## src/include/sas_defs.svh

```systemverilog
// Overview of operation
// Upper strobes serve upper 32-Mbyte half
// Column-cycle A10 pin carries precharge flag
// Setting 0100: A23/A22 bank, row A8-A21
// Burst read: activate, three reads, read-precharge
// Precharge wait blocks same memory only
// Activate delay codes 0-3 give 1-4
// Extra activate delay cycles are no-ops
// Read latency 1-3 per area
// Bus-start strobe in every data cycle
// Burst steps low column bits only
// Line fill wraps from missed word
// Single read fetches one datum only
// Burst writes only for line transfers
// Burst write: activate, writes, write-precharge
// Write recovery then precharge wait
// Single write: activate, write-precharge with data
// Bank-active mode drops auto-precharge
// Open-row hit skips activate
// One open row per bank
// Row miss: precharge, wait, activate, access
// Precharge-to-activate gap from wait field
// Software refreshes before row-active limit
// High address bits never multiplexed
// Refresh or bus release closes banks
// Latency one inserts no-op before read
`ifndef SAS_DEFS_SVH
`define SAS_DEFS_SVH
`define SAS_OFS_MEMCTL 4'h0
`define SAS_OFS_WAITCTL 4'h4
`define SAS_OFS_STATUS 4'h8
`define SAS_MC_AMX 0
`define SAS_MC_RCD 4
`define SAS_MC_TPC 6
`define SAS_MC_TRWL 8
`define SAS_MC_BANKACT 10
`define SAS_MC_UPPER 11
`define SAS_MC_BUS16 12
`define SAS_WC_LAT2 0
`define SAS_WC_LAT3 2
`define SAS_MC_RESET 13'h0004
`define SAS_WC_RESET 4'h5
`define SAS_UPPER_BIT 25
`endif

```

## src/include/sas_pkg.sv

```systemverilog
package sas_pkg;
  typedef enum logic [2:0] {
    SAS_IDLE, SAS_PRE, SAS_PREW, SAS_ACT, SAS_RCDW, SAS_NOPC, SAS_COL,
    SAS_LAT
  } sas_state_e;

  // Memory pins, strobes active low
  typedef struct packed {
    logic rowLowN;
    logic rowUpN;
    logic colLowN;
    logic colUpN;
    logic rdWrN;
    logic busStartN;
    logic dataOe;
    logic [25:0] addr;
    logic [31:0] dataOut;
  } sas_pins_s;

  typedef struct packed {
    logic valid;
    logic write;
    logic burst;
    logic area;
    logic [25:0] addr;
  } sas_req_s;

  typedef struct packed {
    sas_state_e st;
    sas_req_s req;
    logic [2:0] beat;
    logic [3:0] waitCnt;
    logic [3:0] pipe;
    logic [3:0] hold2;
    logic [3:0] hold3;
    logic [7:0] openVld;
    logic [7:0][17:0] openRow;
    logic [12:0] memCtl;
    logic [3:0] waitCtl;
    logic [31:0] rdData;
    logic rdValid;
    logic done;
    logic [31:0] regRd;
    sas_pins_s pins;
    logic [2:0] clkSync;
    logic [31:0] dSync1;
    logic [31:0] dSync2;
  } sas_core_s;
endpackage

```

## src/core/sas_sequencer.sv

```systemverilog
`timescale 1ns/1ps
`include "sas_defs.svh"
module sas_sequencer import sas_pkg::*; (
  // Clock and reset
  input wire logic mclk,
  input wire logic sys_rst,
  // Register port
  input wire logic [3:0] regAddr,
  input wire logic [31:0] regWdata,
  input wire logic regWr,
  input wire logic regRd,
  output logic [31:0] regRdata,
  // Access requests
  input wire sas_req_s req,
  output logic reqReady,
  input wire logic [31:0] wrData,
  output logic wrDataTake,
  output logic [31:0] rdData,
  output logic rdValid,
  output logic accessDone,
  input wire logic closeAllBanks,
  // Memory side
  input wire logic external_bus_clock,
  input wire logic [31:0] memDataIn,
  output sas_pins_s pins
);
  sas_core_s q, d;
  logic extEdge;
  logic [2:0] idx;
  logic [17:0] rowKey;
  logic [7:0] hitVec;
  logic bankAct, bus16, holdBusy, curHit, rdLast;
  logic [1:0] lat, bank;
  logic [3:0] tpcCyc, trwlCyc;
  logic [2:0] lastBeat, colBits;
  logic [25:0] rowAddr, colAddr;

  assign extEdge = q.clkSync[1] & ~q.clkSync[2];
  assign bankAct = q.memCtl[`SAS_MC_BANKACT];
  assign bus16 = q.memCtl[`SAS_MC_BUS16];
  // Code 0 is taken as one cycle of latency for data capture; only code 1 inserts the no-op
  assign lat = q.req.area ? q.waitCtl[`SAS_WC_LAT3 +: 2] :
    q.waitCtl[`SAS_WC_LAT2 +: 2];
  assign tpcCyc = {2'h0, q.memCtl[`SAS_MC_TPC +: 2]} + 4'h1;
  assign trwlCyc = {2'h0, q.memCtl[`SAS_MC_TRWL +: 2]} + 4'h1;
  assign lastBeat = !q.req.burst ? 3'h0 : (bus16 ? 3'h7 : 3'h3);
  assign holdBusy = req.area ? (q.hold3 != 4'h0) : (q.hold2 != 4'h0);

  // Bank select and row tag per address multiplex setting
  always_comb begin
    bank = q.memCtl[`SAS_MC_AMX] ? q.req.addr[24:23] : q.req.addr[23:22];
    idx = {q.req.area, bank};
    rowKey = q.req.addr[25:8];
    if (q.memCtl[`SAS_MC_AMX]) begin
      rowKey[0] = 1'b0;
    end
  end

  genvar g;
  generate
    for (g = 0; g < 8; g++) begin : gHit
      assign hitVec[g] = q.openVld[g] && (q.openRow[g] == rowKey);
    end
  endgenerate
  assign curHit = hitVec[idx];

  // Row and column address multiplexing
  always_comb begin
    rowAddr = q.req.addr;
    colAddr = q.req.addr;
    colBits = bus16 ? q.req.addr[3:1] + q.beat :
      {1'b0, q.req.addr[3:2] + q.beat[1:0]};
    if (q.memCtl[`SAS_MC_AMX]) begin
      rowAddr[15:0] = q.req.addr[24:9];
    end else begin
      rowAddr[13:0] = q.req.addr[21:8];
      rowAddr[15:14] = q.req.addr[23:22];
    end
    colAddr[15:14] = bank;
    if (bus16) begin
      colAddr[3:1] = colBits;
      colAddr[11] = 1'b0;
      colAddr[13:12] = q.req.addr[13:12];
    end else begin
      colAddr[3:2] = colBits[1:0];
      colAddr[12] = 1'b0;
    end
    rowAddr[25:16] = q.req.addr[25:16];
    colAddr[25:16] = q.req.addr[25:16];
  end

  assign reqReady = extEdge && q.st == SAS_IDLE && req.valid && !holdBusy;
  assign wrDataTake = extEdge && q.st == SAS_COL && q.req.write;
  assign rdLast = q.beat == lastBeat;

  // Selects row strobe pair by half
  function automatic sas_pins_s strobe(input sas_pins_s p, input logic r,
    input logic c, input logic w, input logic up);
    sas_pins_s t;
    t = p;
    t.rowLowN = !(r && !up);
    t.rowUpN = !(r && up);
    t.colLowN = !(c && !up);
    t.colUpN = !(c && up);
    t.rdWrN = !w;
    return t;
  endfunction

  always_comb begin
    logic up;
    logic autoPre;
    up = q.memCtl[`SAS_MC_UPPER] && q.req.addr[`SAS_UPPER_BIT];
    autoPre = !bankAct && rdLast;
    d = q;
    d.clkSync = {q.clkSync[1:0], external_bus_clock};
    d.dSync1 = memDataIn;
    d.dSync2 = q.dSync1;
    d.rdValid = 1'b0;
    d.done = 1'b0;
    d.regRd = 32'h0;
    if (regRd) begin
      case (regAddr)
        `SAS_OFS_MEMCTL: d.regRd = {19'h0, q.memCtl};
        `SAS_OFS_WAITCTL: d.regRd = {28'h0, q.waitCtl};
        `SAS_OFS_STATUS: d.regRd = {23'h0, q.openVld, q.st != SAS_IDLE};
        default: d.regRd = 32'h0;
      endcase
    end
    if (regWr && regAddr == `SAS_OFS_MEMCTL) begin
      d.memCtl = regWdata[12:0];
    end
    if (regWr && regAddr == `SAS_OFS_WAITCTL) begin
      d.waitCtl = regWdata[3:0];
    end
    if (extEdge) begin
      d.pins = strobe(q.pins, 1'b0, 1'b0, 1'b0, up);
      d.pins.dataOe = 1'b0;
      d.pins.busStartN = 1'b1;
      d.pipe = {q.pipe[2:0], 1'b0};
      if (q.hold2 != 4'h0) begin
        d.hold2 = q.hold2 - 4'h1;
      end
      if (q.hold3 != 4'h0) begin
        d.hold3 = q.hold3 - 4'h1;
      end
      // Memory samples the command one edge late, so count from there
      if (q.pipe[lat == 2'h0 ? 2'h1 : lat]) begin
        d.rdData = q.dSync2;
        d.rdValid = 1'b1;
      end
      if (d.pipe[lat == 2'h0 ? 2'h1 : lat]) begin
        d.pins.busStartN = 1'b0;
      end
      case (q.st)
        SAS_IDLE: begin
          if (reqReady) begin
            d.req = req;
            d.beat = 3'h0;
            d.st = SAS_ACT;
          end
        end
        SAS_PRE: begin
          d.pins = strobe(d.pins, 1'b1, 1'b0, 1'b1, up);
          d.pins.addr = rowAddr;
          d.pins.addr[12] = 1'b0;
          d.openVld[idx] = 1'b0;
          d.waitCnt = tpcCyc;
          d.st = SAS_PREW;
        end
        SAS_PREW: begin
          d.waitCnt = q.waitCnt - 4'h1;
          if (q.waitCnt == 4'h1) begin
            d.st = SAS_ACT;
          end
        end
        SAS_ACT: begin
          d.pins = strobe(d.pins, 1'b1, 1'b0, 1'b0, up);
          d.pins.addr = rowAddr;
          if (bankAct) begin
            d.openVld[idx] = 1'b1;
            d.openRow[idx] = rowKey;
          end
          d.waitCnt = {2'h0, q.memCtl[`SAS_MC_RCD +: 2]};
          if (q.memCtl[`SAS_MC_RCD +: 2] != 2'h0) begin
            d.st = SAS_RCDW;
          end else if (!q.req.write && lat == 2'h1) begin
            d.st = SAS_NOPC;
          end else begin
            d.st = SAS_COL;
          end
        end
        SAS_RCDW: begin
          d.waitCnt = q.waitCnt - 4'h1;
          if (q.waitCnt == 4'h1) begin
            d.st = (!q.req.write && lat == 2'h1) ? SAS_NOPC : SAS_COL;
          end
        end
        SAS_NOPC: begin
          d.st = SAS_COL;
        end
        SAS_COL: begin
          d.pins = strobe(d.pins, 1'b0, 1'b1, q.req.write, up);
          d.pins.addr = colAddr;
          d.pins.addr[bus16 ? 11 : 12] = autoPre;
          d.beat = q.beat + 3'h1;
          if (q.req.write) begin
            d.pins.dataOut = wrData;
            d.pins.dataOe = 1'b1;
            d.pins.busStartN = 1'b0;
          end else begin
            d.pipe[0] = 1'b1;
          end
          if (rdLast) begin
            // Burst only arrives for line fill, line write-back or 16-byte DMA
            if (autoPre) begin
              if (q.req.area) begin
                d.hold3 = tpcCyc + (q.req.write ? trwlCyc : 4'h0);
              end else begin
                d.hold2 = tpcCyc + (q.req.write ? trwlCyc : 4'h0);
              end
            end
            d.st = q.req.write ? SAS_IDLE : SAS_LAT;
            d.done = q.req.write;
          end
        end
        SAS_LAT: begin
          if (d.pipe == 4'h0) begin
            d.st = SAS_IDLE;
            d.done = 1'b1;
          end
        end
        default: d.st = SAS_IDLE;
      endcase
      if (q.st == SAS_IDLE && reqReady && bankAct) begin
        d.req = req;
        d.st = SAS_ACT;
      end
    end
    // Decision on the freshly latched request, one edge later
    if (extEdge && q.st == SAS_ACT && bankAct && q.openVld[idx]) begin
      if (curHit) begin
        d.pins = strobe(q.pins, 1'b0, 1'b0, 1'b0, up);
        d.pins.dataOe = 1'b0;
        d.pins.busStartN = q.pins.busStartN;
        d.st = (!q.req.write && lat == 2'h1) ? SAS_NOPC : SAS_COL;
        d.openVld = q.openVld;
      end else begin
        d.pins = strobe(q.pins, 1'b0, 1'b0, 1'b0, up);
        d.pins.dataOe = 1'b0;
        d.pins.busStartN = 1'b1;
        d.st = SAS_PRE;
        d.openVld = q.openVld;
      end
    end
    if (closeAllBanks) begin
      d.openVld = 8'h0;
    end
  end

  always_ff @(posedge mclk) begin
    if (sys_rst) begin
      q <= '0;
      q.st <= SAS_IDLE;
      q.memCtl <= `SAS_MC_RESET;
      q.waitCtl <= `SAS_WC_RESET;
      q.pins.rowLowN <= 1'b1;
      q.pins.rowUpN <= 1'b1;
      q.pins.colLowN <= 1'b1;
      q.pins.colUpN <= 1'b1;
      q.pins.rdWrN <= 1'b1;
      q.pins.busStartN <= 1'b1;
    end else begin
      q <= d;
    end
  end

  assign regRdata = q.regRd;
  assign rdData = q.rdData;
  assign rdValid = q.rdValid;
  assign accessDone = q.done;
  assign pins = q.pins;
  // Open rows are only bounded by software refresh or bank close
endmodule // sas_sequencer

```

## config.mk

```make
export PLATFORM = sky130hd
export DESIGN_NAME = sas_sequencer
export DESIGN_NICKNAME = d
export VERILOG_FILES = /design/src/include/sas_pkg.sv /design/src/core/sas_sequencer.sv
export VERILOG_INCLUDE_DIRS = /design/src /design/src/include
export SDC_FILE = /design/constraint.sdc
export NUM_CORES = 1
export LEC_CHECK = 0
export BUFFER_PORTS_ARGS = -buffer_cell sky130_fd_sc_hd__buf_2
export CAP_MARGIN = 40
export CORE_ASPECT_RATIO = 1.5
export CORE_MARGIN = 5
export CORE_UTILIZATION = 50
export CTS_BUF_LIST = sky130_fd_sc_hd__clkbuf_8
export DETAILED_ROUTE_END_ITERATION = 10
export GPL_ROUTABILITY_DRIVEN = 0
export PLACE_DENSITY = 0.82
export RECOVER_POWER = 100
export SLEW_MARGIN = 20
export SYNTH_ARGS = -nofsm -noshare
export SYNTH_HDL_FRONTEND = slang
export SYNTH_SLANG_ARGS = --single-unit
```

## constraint.sdc

```tcl
create_clock -name mclk -period 4.15 [get_ports mclk]
set_input_delay 0.2075 -clock mclk [delete_from_list [all_inputs] [get_ports mclk]]
set_output_delay 0.2075 -clock mclk [all_outputs]
set_load 0.1 [all_outputs]
```

-- After elaboration in Yosys (flattened, before gate mapping)
Index checks and enable logic that the tools add are counted.
- bitwise gates (word level): 10
- magnitude comparators: 5
- mux-type cells: 70
- add/subtract/negate cells: 9
- reductions and logical operators: 58
- equal/unequal tests: 28
- operators with widths (kind ; number):
    204-bit two-way mux ; 1
    65-bit one-hot mux with 3 select lines ; 1
    152-bit two-way mux ; 1
    144-bit bitwise mux ; 1
    18-bit equality test ; 8
    144-bit two-way mux ; 1
    65-bit two-way mux ; 2
    60-bit two-way mux ; 1
    18-bit demux with 3-bit select ; 1
    13-bit one-hot mux with 3 select lines ; 1
    3-bit two-way mux ; 12
    36-bit two-way mux ; 1
    33-bit two-way mux ; 1
    32-bit two-way mux ; 1
    30-bit two-way mux ; 1
    26-bit bitwise mux ; 1
    1-bit logical AND ; 25
    3-bit one-hot mux with 8 select lines ; 1
    18-bit two-way mux ; 1
    1-bit two-way mux ; 16
    16-bit two-way mux ; 1
    4-bit two-way mux ; 4
    8-bit two-way mux ; 2
    8-bit one-hot mux with 2 select lines ; 1
    other kinds (48) ; 94
- register bits: 419
- bits of input ports: 136
- output and inout bits: 133
- logic and storage cells: 218

-- Logic depth before layout (Yosys ltp)
Gate-level depths: netlist of run 1.
- depth in word-level cells: 10
- mapped depth: 11
- depth with buffers taken out: 10

-- Least setup slack after synthesis of run 1
OpenSTA, ideal clock, no wires.
- path kind: reg2reg
- from: reg q[417] (netlist name)
- to: reg, netlist name pins[23]
- stages on the path, launching flop included: 10
- arrival time: 2.706 ns
- data required time: 4.079 ns
- setup time: 0.071 ns
- slack: 1.373 ns
- period minus slack after synthesis: 2.777 ns
- buffers on the path: 2
- cell sequence: dfxtp_1 -> buf_2 -> nand2_1 -> or2_2 -> nor2_1 -> nand2_1 -> clkinv_1 -> clkbuf_1 -> nand3_1 -> a21oi_1
- longest elaborated chain between the ends: 6
- elaborated cells between the ends (all ways): 11
- classes of those cells: eq/ne: 3; mux: 1; bitwise: 3; reduce/logical: 4
- ends and longest elaborated chain (item ; RTL line ; text):
    start: declaration ; sas_sequencer.sv:27 ; sas_core_s q, d;
    3-bit by 2-bit equality test with 1-bit output ; sas_sequencer.sv:154, sas_sequencer.sv:240 ;
    1-bit logical AND (3 in series) ; sas_sequencer.sv:240 ; if (extEdge && q.st == SAS_ACT && bankAct && q.openVld[idx]) begin
    1-bit inverter (no line) ; -- ;
    6-bit AND reduction (no line) ; -- ;
Several ways; a longest one is shown, not always the timed one.
A chain may end at the register's enable or synchronous reset.

-- Worst setup path in the final report of run 1
- from: reg q[417] (netlist name)
- to: out wrDataTake
- longest elaborated chain between the ends: 3
- ends and longest elaborated chain (item ; RTL line ; text):
    3-bit equality test ; sas_sequencer.sv:93 ; assign wrDataTake = extEdge && q.st == SAS_COL && q.req.write;
    1-bit logical AND (2 in series) ; sas_sequencer.sv:93 ;
    end: declaration ; sas_sequencer.sv:17 ; output logic wrDataTake,
No other way between the ends.

==> qor.txt, run 1 <==
Vias/cell -> 5.45
Critical Path Sink Type -> output port
Multi-input logic area -> 7950 sq um
GRT Total Usage -> 24.4%
Critical path type -> register to output port
Filler Cells Inserted -> 2974
M1 wire length -> 17900 um
Share of cells above drive strength 1 -> 11.1%
Failing checks -> max-capacitance violations, max-slew violations
Number of flops mapped to enable cells by yosys -> 0
CTS tree -> built
Leakage -> 7.37 nW
Period minus WS final -> 3.92 ns
Post-DRT Antenna Nets -> 0
Mapped Cells -> 2148
Initial drt markers -> 1267
Remaining DRCs -> 0
Worst Path Required -> 3.94 ns
Synth Register Bits -> 399
Starting Density -> 50.4%
Syn_area_per_cell -> 8.18 sq um
Seq/Total Area, Yosys -> 45.4%
VDD IR max -> 0.208 mV
Nets -> 2498
PD cells -> 359 nW/um^2
Top Metal Used -> met4
Startpoint class of the critical path -> register
Core Area -> 34900 sq um
Maximum number of pins on one net before global-route repair -> 201
DIE HEIGHT -> 240 um
Die Width -> 163 um
Synthesis Warnings -> 0
Site row count -> 84
Max Clock Skew -> 0.0276 ns
Hold Slack -> 0.0955 ns
Clock latency on the worst-skew pair -> 0.62 ns
Met2 WL post-DR -> 25200 um
CTS root buffer -> clkbuf_8
I/O pins -> 269
Slew margin rel. -> -4.49%
Setup Fix Bufs, Post-CTS -> 0
Final setup fails -> 0
Post-synth top flop -> dfxtp_1
Total Wirelength -> 49700 um
Reg clk slew, reported paths -> 0.07 ns
WL per Instance -> 17.4 um
FMAX -> 255 MHz
DPL Wire Length -> 32100 um
Clock sinks -> 399
TNS Setup -> 0 ns
Initial antenna violation count -> 1
Met3 WL post-DR -> 3040 um
Wire length of the first global-routing pass -> 78200 um
Resized Gates After CTS -> 0
Port Buffer Count -> 230
Area Growth Syn to Fin -> 15.3%
H-tree depth -> 2
Post-route clock period utilization -> 94.5%
Final Hold Vio Count -> 0
Global route overflow -> 0
Die area -> 39100 sq um
Status -> finished with violations
Area of the mapped netlist -> 17600 sq um
Post-route worst setup slack -> 0.228 ns
CP arrival -> 3.71 ns
Register area -> 7990 sq um
Max Cap Violations -> 1
Pins over their slew limit -> 81
Cts bufs inserted -> 55
Hold Path Class -> input pin to register
Number of global-route vias before repair -> 15797
Count of cell types in the netlist -> 65
Synth async-reset ratio -> 0%
Least-Margin Pin Slew -> 1.57 ns
Clk buf depth -> 3
Pre-CTS setup slack -> 0.951 ns
CP max FO -> 34
DRT Pass-1 Iters -> 5
DR vias -> 15577
RSZ-0062 raised after global routing -> no
[timing repair]
action	4_1_cts	5_1_grt
endpoints found under the hold margin	123	0
hold buffers	116	0
endpoints found under the setup margin	0	0
[worst paths after layout]
| path | from | endpoint | slack (ns) | depth (start not counted) |
|---|---|---|---|---|
| hold / removal | regAddr[0] | regRdata[3] | 0.1 | 4 |
| hold reg to reg | q[2] | rdData[2] | 0.43 | 2 |
| setup reg to reg | idx[2] | rdData[11] | 0.35 | 9 |
| setup / recovery | q[417] | wrDataTake | 0.23 | 8 |
[metrics by stage]
| step | std cells | instance area [sq um] | utilization [%] | power, mW |
|---|---|---|---|---|
| 2_1_floorplan | 2166 | 17600 | - | 4.24 |
| 3_3_place_gp | 2639 | 18200 | 52.2 | 4.34 |
| 3_5_place_dp | 2643 | 18300 | 52.4 | 4.35 |
| 4_1_cts | 2855 | 20500 | 58.7 | 7.31 |
| 5_1_grt | 2859 | 20300 | 58.1 | 7.53 |
| 6_report | 2859 | 20300 | 58.1 | 7.29 |
[layout make-up]
cell class	count	area share [%]
multi-input cells	1466	39.2
diodes	1	0.0123
well taps	473	2.92
clock inverters	28	0.605
flip-flops and latches	399	39.4
repair buffers	403	12.9
clock buffers	68	4.62
inverters	21	0.389
[placed cells by master, fill, tap and decap left out, types with 5 or more instances in the layout]
| master | synthesis | layout |
|---|---|---|
| ha_1 | 14 | 14 |
| nand2b_1 | 10 | 10 |
| or2_2 | 5 | 5 |
| xor2_1 | 46 | 46 |
| dfxtp_1 | 399 | 399 |
| inv_1 | 19 | 38 |
| o211ai_1 | 6 | 7 |
| a221oi_1 | 10 | 10 |
| mux2i_1 | 18 | 18 |
| o21ai_0 | 20 | 21 |
| clkbuf_1 | 110 | 124 |
| conb_1 | 1 | 19 |
| buf_4 | 131 | 37 |
| nor3_1 | 29 | 31 |
| nor3b_1 | 8 | 8 |
| a211o_1 | 4 | 5 |
| nand2_1 | 526 | 527 |
| buf_2 | 29 | 114 |
| or3_1 | 7 | 7 |
| a21oi_1 | 282 | 282 |
| clkinv_2 | 0 | 8 |
| xnor2_1 | 104 | 104 |
| dlygate4sd3_1 | 0 | 116 |
| clkbuf_8 | 0 | 68 |
| nand3_1 | 44 | 45 |
| nor2_1 | 76 | 74 |
| a22oi_1 | 14 | 14 |
| and2_1 | 8 | 6 |
| nand4_1 | 31 | 31 |
| nor4_1 | 24 | 25 |
| clkbuf_2 | 0 | 5 |
| o22ai_1 | 13 | 13 |
| mux2_2 | 14 | 14 |
| nor2b_1 | 75 | 74 |
[critical path: stages, from the launching register on]
cell and delay, ns:
dfxtp_1 0.68, nand2_1 0.28, or2_2 0.48, nor2_1 0.32
nand2_1 0.12, buf_4 0.26, clkinv_1 0.09, buf_4 0.33
clkbuf_2 0.53
[synthesized netlist by cell type (3+ instances only)]
cell / count / share of area (%)
or2_2: 5 / 0.18
nor3b_1: 8 / 0.34
dfxtp_1: 399 / 45
xnor2_1: 104 / 5.2
a21o_1: 3 / 0.13
a21oi_1: 282 / 8.0
o21ai_0: 20 / 0.57
and2_1: 8 / 0.28
nand2_1: 526 / 11
nor2b_1: 75 / 2.7
o22ai_1: 13 / 0.46
ha_1: 14 / 1.0
or3_1: 7 / 0.25
buf_1: 7 / 0.15
o211ai_1: 6 / 0.26
a211oi_1: 4 / 0.17
buf_4: 131 / 5.6
inv_1: 19 / 0.41
nor4_1: 24 / 0.85
nor3_1: 29 / 0.83
nand4_1: 31 / 1.1
a221oi_1: 10 / 0.50
nor2_1: 76 / 1.6
clkbuf_1: 110 / 2.3
xor2_1: 46 / 2.3
o21bai_1: 4 / 0.17
buf_2: 29 / 0.83
buf_6: 3 / 0.19
o31ai_1: 3 / 0.13
nand3_1: 44 / 1.3
mux2i_1: 18 / 1.0
nand2b_1: 10 / 0.36
mux2_2: 14 / 0.90
a22oi_1: 14 / 0.60
nand3b_1: 4 / 0.17
nor4b_1: 3 / 0.15
a211o_1: 4 / 0.20
[cell families (layout without fill, tap and decap cells)]
| kind of cell | count (synthesis) | count (layout) | synth area share (%) |
|---|---|---|---|
| fa+ha+maj | 16 | 16 | 1.22 |
| flops | 399 | 399 | 45.4 |
| other cells | 1 | 20 | 0.0213 |
| compound gates | 384 | 384 | 12.3 |
| mux | 33 | 33 | 2.01 |
| xor+xnor | 150 | 150 | 7.47 |
| simple gates | 864 | 864 | 22.0 |
| buf+inv | 301 | 520 | 9.56 |
[routing by layer]
layer | track usage (%) | vias to the layer above
li1 | - | 7355
met1 | 25.4 | 7271
met2 | 44.3 | 691
met3 | 4.48 | 260
met4 | 16.4 | 0
met5 | 0 | -
[where the power goes]
group	internal, mW	leakage, nW	switching [mW]
Sequential	3.87	3.23	0.0290
Combinational	0.189	3.52	0.273
Clock	1.47	0.627	1.45
Total	5.53	7.37	1.75
No activity file was read; power rests on OpenSTA's default activity.
==> inputs of run 2 (changes only) <==
--- a/config.mk
+++ b/config.mk
@@ -12,11 +12,12 @@
 export CORE_MARGIN = 5
 export CORE_UTILIZATION = 50
 export CTS_BUF_LIST = sky130_fd_sc_hd__clkbuf_8
+export CTS_CLUSTER_DIAMETER = 30
 export DETAILED_ROUTE_END_ITERATION = 10
 export GPL_ROUTABILITY_DRIVEN = 0
 export PLACE_DENSITY = 0.82
-export RECOVER_POWER = 100
 export SLEW_MARGIN = 20
 export SYNTH_ARGS = -nofsm -noshare
 export SYNTH_HDL_FRONTEND = slang
 export SYNTH_SLANG_ARGS = --single-unit
+export TNS_END_PERCENT = 5
==> run 2 against run 1 <==
- the flow now finishes without violations
- cell area rose by 1.8%
- via count fell by 0.19%
- sequential share of layout area fell by 0.70 points
- maximum frequency rose by 0.50%
==> qor.txt, run 2 (same netlist as run 1, synthesis figures left out) <==
Port Buffer Count -> 230 (unchanged)
PD cells -> 361 nW/um^2 (+0.43%)
RR Startpoint -> q[416]
FMAX -> 256 MHz (+0.50%)
Vias/cell -> 5.42 (-0.51%)
Status -> finished clean
Post-DRT Antenna Nets -> 0 (unchanged)
Starting Density -> 50.4% (unchanged)
CP peak stage delay -> 0.68 ns (about the same)
Post-route clock period utilization -> 94.0% (-0.47 points)
Worst Path Required -> 3.94 ns (about the same)
Least-Margin Pin Slew -> 0.949 ns (-0.618 ns)
Max Clock Skew -> 0.0237 ns (-0.00392 ns)
DPL Wire Length -> 32100 um (unchanged)
Filler Cells Inserted -> 2869 (-3.5%)
Total Wirelength -> 49500 um (-0.43%)
Initial antenna violation count -> 0 (-1)
Pins over their slew limit -> 0 (-100%)
Reg clk slew, reported paths -> 0.07 ns (about the same)
Die Width -> 163 um (unchanged)
Non-Filler Instances -> 2868 (+0.31%)
H-tree depth -> 2 (unchanged)
Site row count -> 84 (unchanged)
Clk buf depth -> 3 (unchanged)
Period minus WS final -> 3.90 ns (-0.0197 ns)
Wire length of the first global-routing pass -> 78300 um (+0.12%)
Cts hold-fix bufs -> 120 (+3.4%)
Hold path startpoint -> regAddr[0]
Clock sinks -> 399 (unchanged)
Startpoint class of the critical path -> register
CTS root buffer -> clkbuf_8
VDD IR max -> 0.225 mV (+8.1%)
Slew margin rel. -> 36.7% (+41 points)
Commonest non-fill, non-tap cells in the layout -> 526 x nand2_1, 399 x dfxtp_1, 282 x a21oi_1
Core Area -> 34900 sq um (unchanged)
Share of cells above drive strength 1 -> 16.8% (+5.7 points)
Setup Fix Bufs, Post-CTS -> 0 (unchanged)
Clock latency on the worst-skew pair -> 0.62 ns (about the same)
Initial drt markers -> 1203 (-5.1%)
Placed cell count -> 2643 (unchanged)
TNS Setup -> 0 ns (unchanged)
Area Growth Syn to Fin -> 17.4%
Leakage -> 7.96 nW (+8.0%)
CTS tree -> built
CP max FO -> 34 (unchanged)
Commonest non-fill, non-tap cell in the layout -> nand2_1
Maximum number of pins on one net before global-route repair -> 201 (unchanged)
Number of global-route vias before repair -> 15734 (-0.40%)
Final setup fails -> 0 (unchanged)
Final Hold Vio Count -> 0 (unchanged)
Critical Path Sink Type -> output port
DRT Pass-1 Iters -> 5 (unchanged)
I/O pins -> 269 (unchanged)
RSZ-0062 raised after global routing -> no
CP arrival -> 3.70 ns (about the same)
Tot Pwr -> 7.45 mW (+2.2%)
WL per Instance -> 17.2 um (-0.74%)
Global route overflow -> 0 (unchanged)
Critical Path, Cell by Cell -> nand2_1 -> or2_2 -> nor2_1 -> nand2_1 -> buf_4 -> clkinv_1 -> buf_4 -> buf_2
Pre-CTS setup slack -> 0.951 ns (unchanged)
DR vias -> 15547 (-0.19%)
Post-route worst setup slack -> 0.247 ns (+0.0197 ns)
Crit. Startpoint -> q[417]
DIE HEIGHT -> 240 um (unchanged)
Max Cap Violations -> 0 (-1)
Resized Gates After CTS -> 0 (unchanged)
Cts bufs inserted -> 58 (+5.5%)
Slowest-stage cell, CP -> dfxtp_1
Nets -> 2505 (+0.28%)
Critical path type -> register to output port
Hold Path Class -> input pin to register
Remaining DRCs -> 0 (unchanged)
GRT Total Usage -> 24.4% (-0.044 points)
Die area -> 39100 sq um (unchanged)
run 2: routing by layer:
metal | vias up | wire [um] | global-route usage [%] | share of wire [%]
met2 | 682 | 25100 | 43.9 | 51
met1 | 7257 | 17700 | 25.4 | 36
met4 | 0 | 3490 | 16.8 | 7.0
met5 | - | 0 | 0 | 0
li1 | 7367 | - | - | -
met3 | 241 | 3160 | 4.60 | 6.4
run 2: path summary, 6_finish.rpt:
path,end,slack [ns],depth (start not counted)
worst max-delay path,wrDataTake,0.25,8
worst min-delay path,regRdata[3],0.08,4
worst max register to register,pins[39],1.02,9
worst min register to register,rdData[15],0.43,2
run 2: critical path, delay by kind of cell, from the launching register on:
| family | cells | cell delay, ns |
|---|---|---|
| and+or+nand+nor | 4 | 1.21 |
| buffers and inverters | 4 | 1.17 |
| DFF | 1 | 0.68 |
run 2: where the power goes:
group | total, mW | internal [mW] | switching, mW
logic | 0.469 | 0.195 | 0.274
clock network | 3.08 | 1.59 | 1.49
registers | 3.90 | 3.87 | 0.0285
run 2: per-stage QoR:
step	hold WS, ns	instance area [sq um]	utilization [%]
after floorplan	0.325	17600	-
after global placement	0.418	18200	52.2
after detailed placement	0.421	18300	52.4
after CTS	0.0448	20600	59.0
after global routing	0.0898	20600	59.1
final	0.0786	20600	59.2
run 2: area by class of cell:
type | count | area (sq um) | share of cell area, %
multi-input cells | 1466 | 7990 | 38.7
flip-flops and latches | 399 | 7990 | 38.7
repair buffers | 407 | 2860 | 13.8
clock buffers | 67 | 922 | 4.47
well taps | 473 | 592 | 2.87
clock inverters | 33 | 206 | 1.00
inverters | 21 | 78.8 | 0.382
diodes | 2 | 5.00 | 0.0242
==> inputs of run 3 (changes only) <==
--- a/config.mk
+++ b/config.mk
@@ -8,14 +8,16 @@
 export LEC_CHECK = 0
 export BUFFER_PORTS_ARGS = -buffer_cell sky130_fd_sc_hd__buf_2
 export CAP_MARGIN = 40
+export CELL_PAD_IN_SITES_DETAIL_PLACEMENT = 0
+export CELL_PAD_IN_SITES_GLOBAL_PLACEMENT = 1
 export CORE_ASPECT_RATIO = 1.5
 export CORE_MARGIN = 5
-export CORE_UTILIZATION = 50
+export CORE_UTILIZATION = 47
 export CTS_BUF_LIST = sky130_fd_sc_hd__clkbuf_8
 export CTS_CLUSTER_DIAMETER = 30
 export DETAILED_ROUTE_END_ITERATION = 10
 export GPL_ROUTABILITY_DRIVEN = 0
-export PLACE_DENSITY = 0.82
+export PLACE_DENSITY = 0.95
 export SLEW_MARGIN = 20
 export SYNTH_ARGS = -nofsm -noshare
 export SYNTH_HDL_FRONTEND = slang
==> run 3 against run 2 <==
- total power is 8.2% higher
- clock power is 20% higher
- clock skew is 0.0030 ns higher
- largest power group unchanged
- largest cell class unchanged
- sequential share of layout area is 0.37 points lower
- core utilization is 2.7 points lower
==> qor.txt, run 3 (same netlist as run 1, synthesis figures left out) <==
Core Area -> 36900 sq um (+5.8%)
Max Clock Skew -> 0.0267 ns (+0.00299 ns)
Wire length of the first global-routing pass -> 75900 um (-3.0%)
Placed cell count -> 2656 (+0.49%)
VDD IR max -> 0.288 mV (+28%)
Clock sinks -> 399 (unchanged)
Worst Path Required -> 3.94 ns (about the same)
RR Startpoint -> q[417]
Period minus WS final -> 3.62 ns (-0.278 ns)
Initial antenna violation count -> 0 (unchanged)
Area Growth Syn to Fin -> 18.6%
Hold Path Class -> input pin to register
Reg2reg end -> pins[16]
Post-DRT Antenna Nets -> 0 (unchanged)
Port Buffer Count -> 230 (unchanged)
Max Cap Violations -> 0 (unchanged)
Reg clk slew, reported paths -> 0.07 ns (about the same)
Critical Path Sink Type -> output port
Initial drt markers -> 995 (-17%)
Finished Cell Area -> 20800 sq um (+0.97%)
Post-route clock period utilization -> 87.3% (-6.7 points)
Slowest-stage cell, CP -> dfxtp_1
FMAX -> 276 MHz (+7.7%)
DR vias -> 15217 (-2.1%)
Non-Filler Instances -> 2883 (+0.52%)
RSZ-0062 raised after global routing -> no
Pre-CTS setup slack -> 1.04 ns (+0.0840 ns)
Hold Slack -> 0.114 ns (+0.0355 ns)
CP peak stage delay -> 0.74 ns (+0.06 ns)
Number of global-route vias before repair -> 15033 (-4.5%)
Global route overflow -> 0 (unchanged)
R2R setup slack -> 0.98 ns (-0.04 ns)
GRT Total Usage -> 22.4% (-2.0 points)
CP top delay family -> simple AND/OR/NAND/NOR gates
Die Width -> 168 um (+2.9%)
Nets -> 2503 (-0.080%)
Pins over their slew limit -> 0 (unchanged)
Register area -> 7990 sq um (unchanged)
Reg2Reg Depth -> 9 (unchanged)
Commonest non-fill, non-tap cells in the layout -> 526 x nand2_1, 399 x dfxtp_1, 282 x a21oi_1
Clk buf depth -> 3 (unchanged)
TNS Setup -> 0 ns (unchanged)
Placed cell area -> 18300 sq um (about the same)
Commonest non-fill, non-tap cell in the layout -> nand2_1
CP arrival -> 3.42 ns (-0.28 ns)
Leakage -> 8.01 nW (+0.63%)
Final Hold Vio Count -> 0 (unchanged)
Maximum number of pins on one net before global-route repair -> 161 (-20%)
PD cells -> 387 nW/um^2 (+7.2%)
DIE HEIGHT -> 247 um (+3.0%)
Least-Margin Pin Slew -> 0.897 ns (-0.0519 ns)
CP max FO -> 33 (-2.9%)
Multi-input logic area -> 8000 sq um (about the same)
Critical Path, Cell by Cell -> nand2_1 -> or2_2 -> nor2_1 -> nand2_1 -> buf_4 -> clkinv_1 -> buf_2
Post-route worst setup slack -> 0.525 ns (+0.278 ns)
Crit. Startpoint -> q[417]
Vias/cell -> 5.28 (-2.6%)
CTS tree -> built
Critical Path End -> wrDataTake
Resized Gates After CTS -> 0 (unchanged)
Critical path type -> register to output port
DPL Wire Length -> 32300 um (+0.39%)
Status -> finished clean
Most used cell, CP -> nand2_1
Tot Pwr -> 8.06 mW (+8.2%)
Cts bufs inserted -> 66 (+14%)
Share of cells above drive strength 1 -> 18.0% (+1.2 points)
Crit path depth -> 7 (-1)
I/O pins -> 269 (unchanged)
Remaining DRCs -> 0 (unchanged)
Slew margin rel. -> 40.2% (+3.5 points)
Final setup fails -> 0 (unchanged)
Filler Cells Inserted -> 3344 (+17%)
Worst path bufs/invs -> 3 (-1)
Startpoint class of the critical path -> register
WL per Instance -> 16.7 um (-3.0%)
Starting Density -> 47.6% (-2.7 points)
Site row count -> 86 (+2.4%)
Final Core Density -> 56.5% (-2.7 points)
Total Wirelength -> 48200 um (-2.5%)
Clock latency on the worst-skew pair -> 0.61 ns (about the same)
DRT Pass-1 Iters -> 5 (unchanged)
H-tree depth -> 3 (+1)
CTS root buffer -> clkbuf_8
Die area -> 41400 sq um (+6.0%)
run 3: how the worst min path moves through the flow:
| stage | from | to | cells past startpoint |
|---|---|---|---|
| final | regAddr[1] | regRdata[5] | 4 |
| after detailed placement | memDataIn[13] | d[13] | 2 |
| after global placement | d[12] | q[12] | 1 |
| after CTS | regAddr[1] | regRdata[5] | 4 |
| after global routing | regRd | regRdata[9] | 3 |
| after floorplan | regWdata[0] | q[198] | 1 |
run 3: area by class of cell:
cell class,instances,area share (%)
Multi-Input combinational cell,1466,38.4
Sequential cell,399,38.3
Timing Repair Buffer,397,13.1
Clock buffer,83,5.48
Tap cell,484,2.91
Clock inverter,32,1.43
Inverter,21,0.378
Antenna cell,1,0.0120
run 3: power breakdown:
| group | total [mW] | leakage, nW | switching (mW) | internal (mW) |
|---|---|---|---|---|
| sequential | 3.89 | 3.23 | 0.0226 | 3.87 |
| clock | 3.71 | 0.764 | 1.58 | 2.13 |
| combinational | 0.459 | 4.02 | 0.274 | 0.185 |
| total | 8.06 | 8.01 | 1.88 | 6.18 |
run 3: what timing repair did:
item | in CTS | in global routing
setup buffers | 0 | 0
endpoints found under the hold margin | 112 | 0
hold buffers | 109 | 0
endpoints found under the setup margin | 0 | 0
run 3: metal layers:
layer	part of all wire, %	GRT usage, %	vias to the layer above
li1	-	-	7353
met1	39	25.0	7207
met2	51	39.7	492
met3	4.8	3.73	165
met4	5.9	13.6	0
met5	0	0	-
run 3: worst register-to-register path: cells and delay by family, from the launching register on:
kind	cells	cell delay, ns
compound gates	1	0.20
flops	1	0.74
buf+inv	3	0.75
simple gates	5	1.38
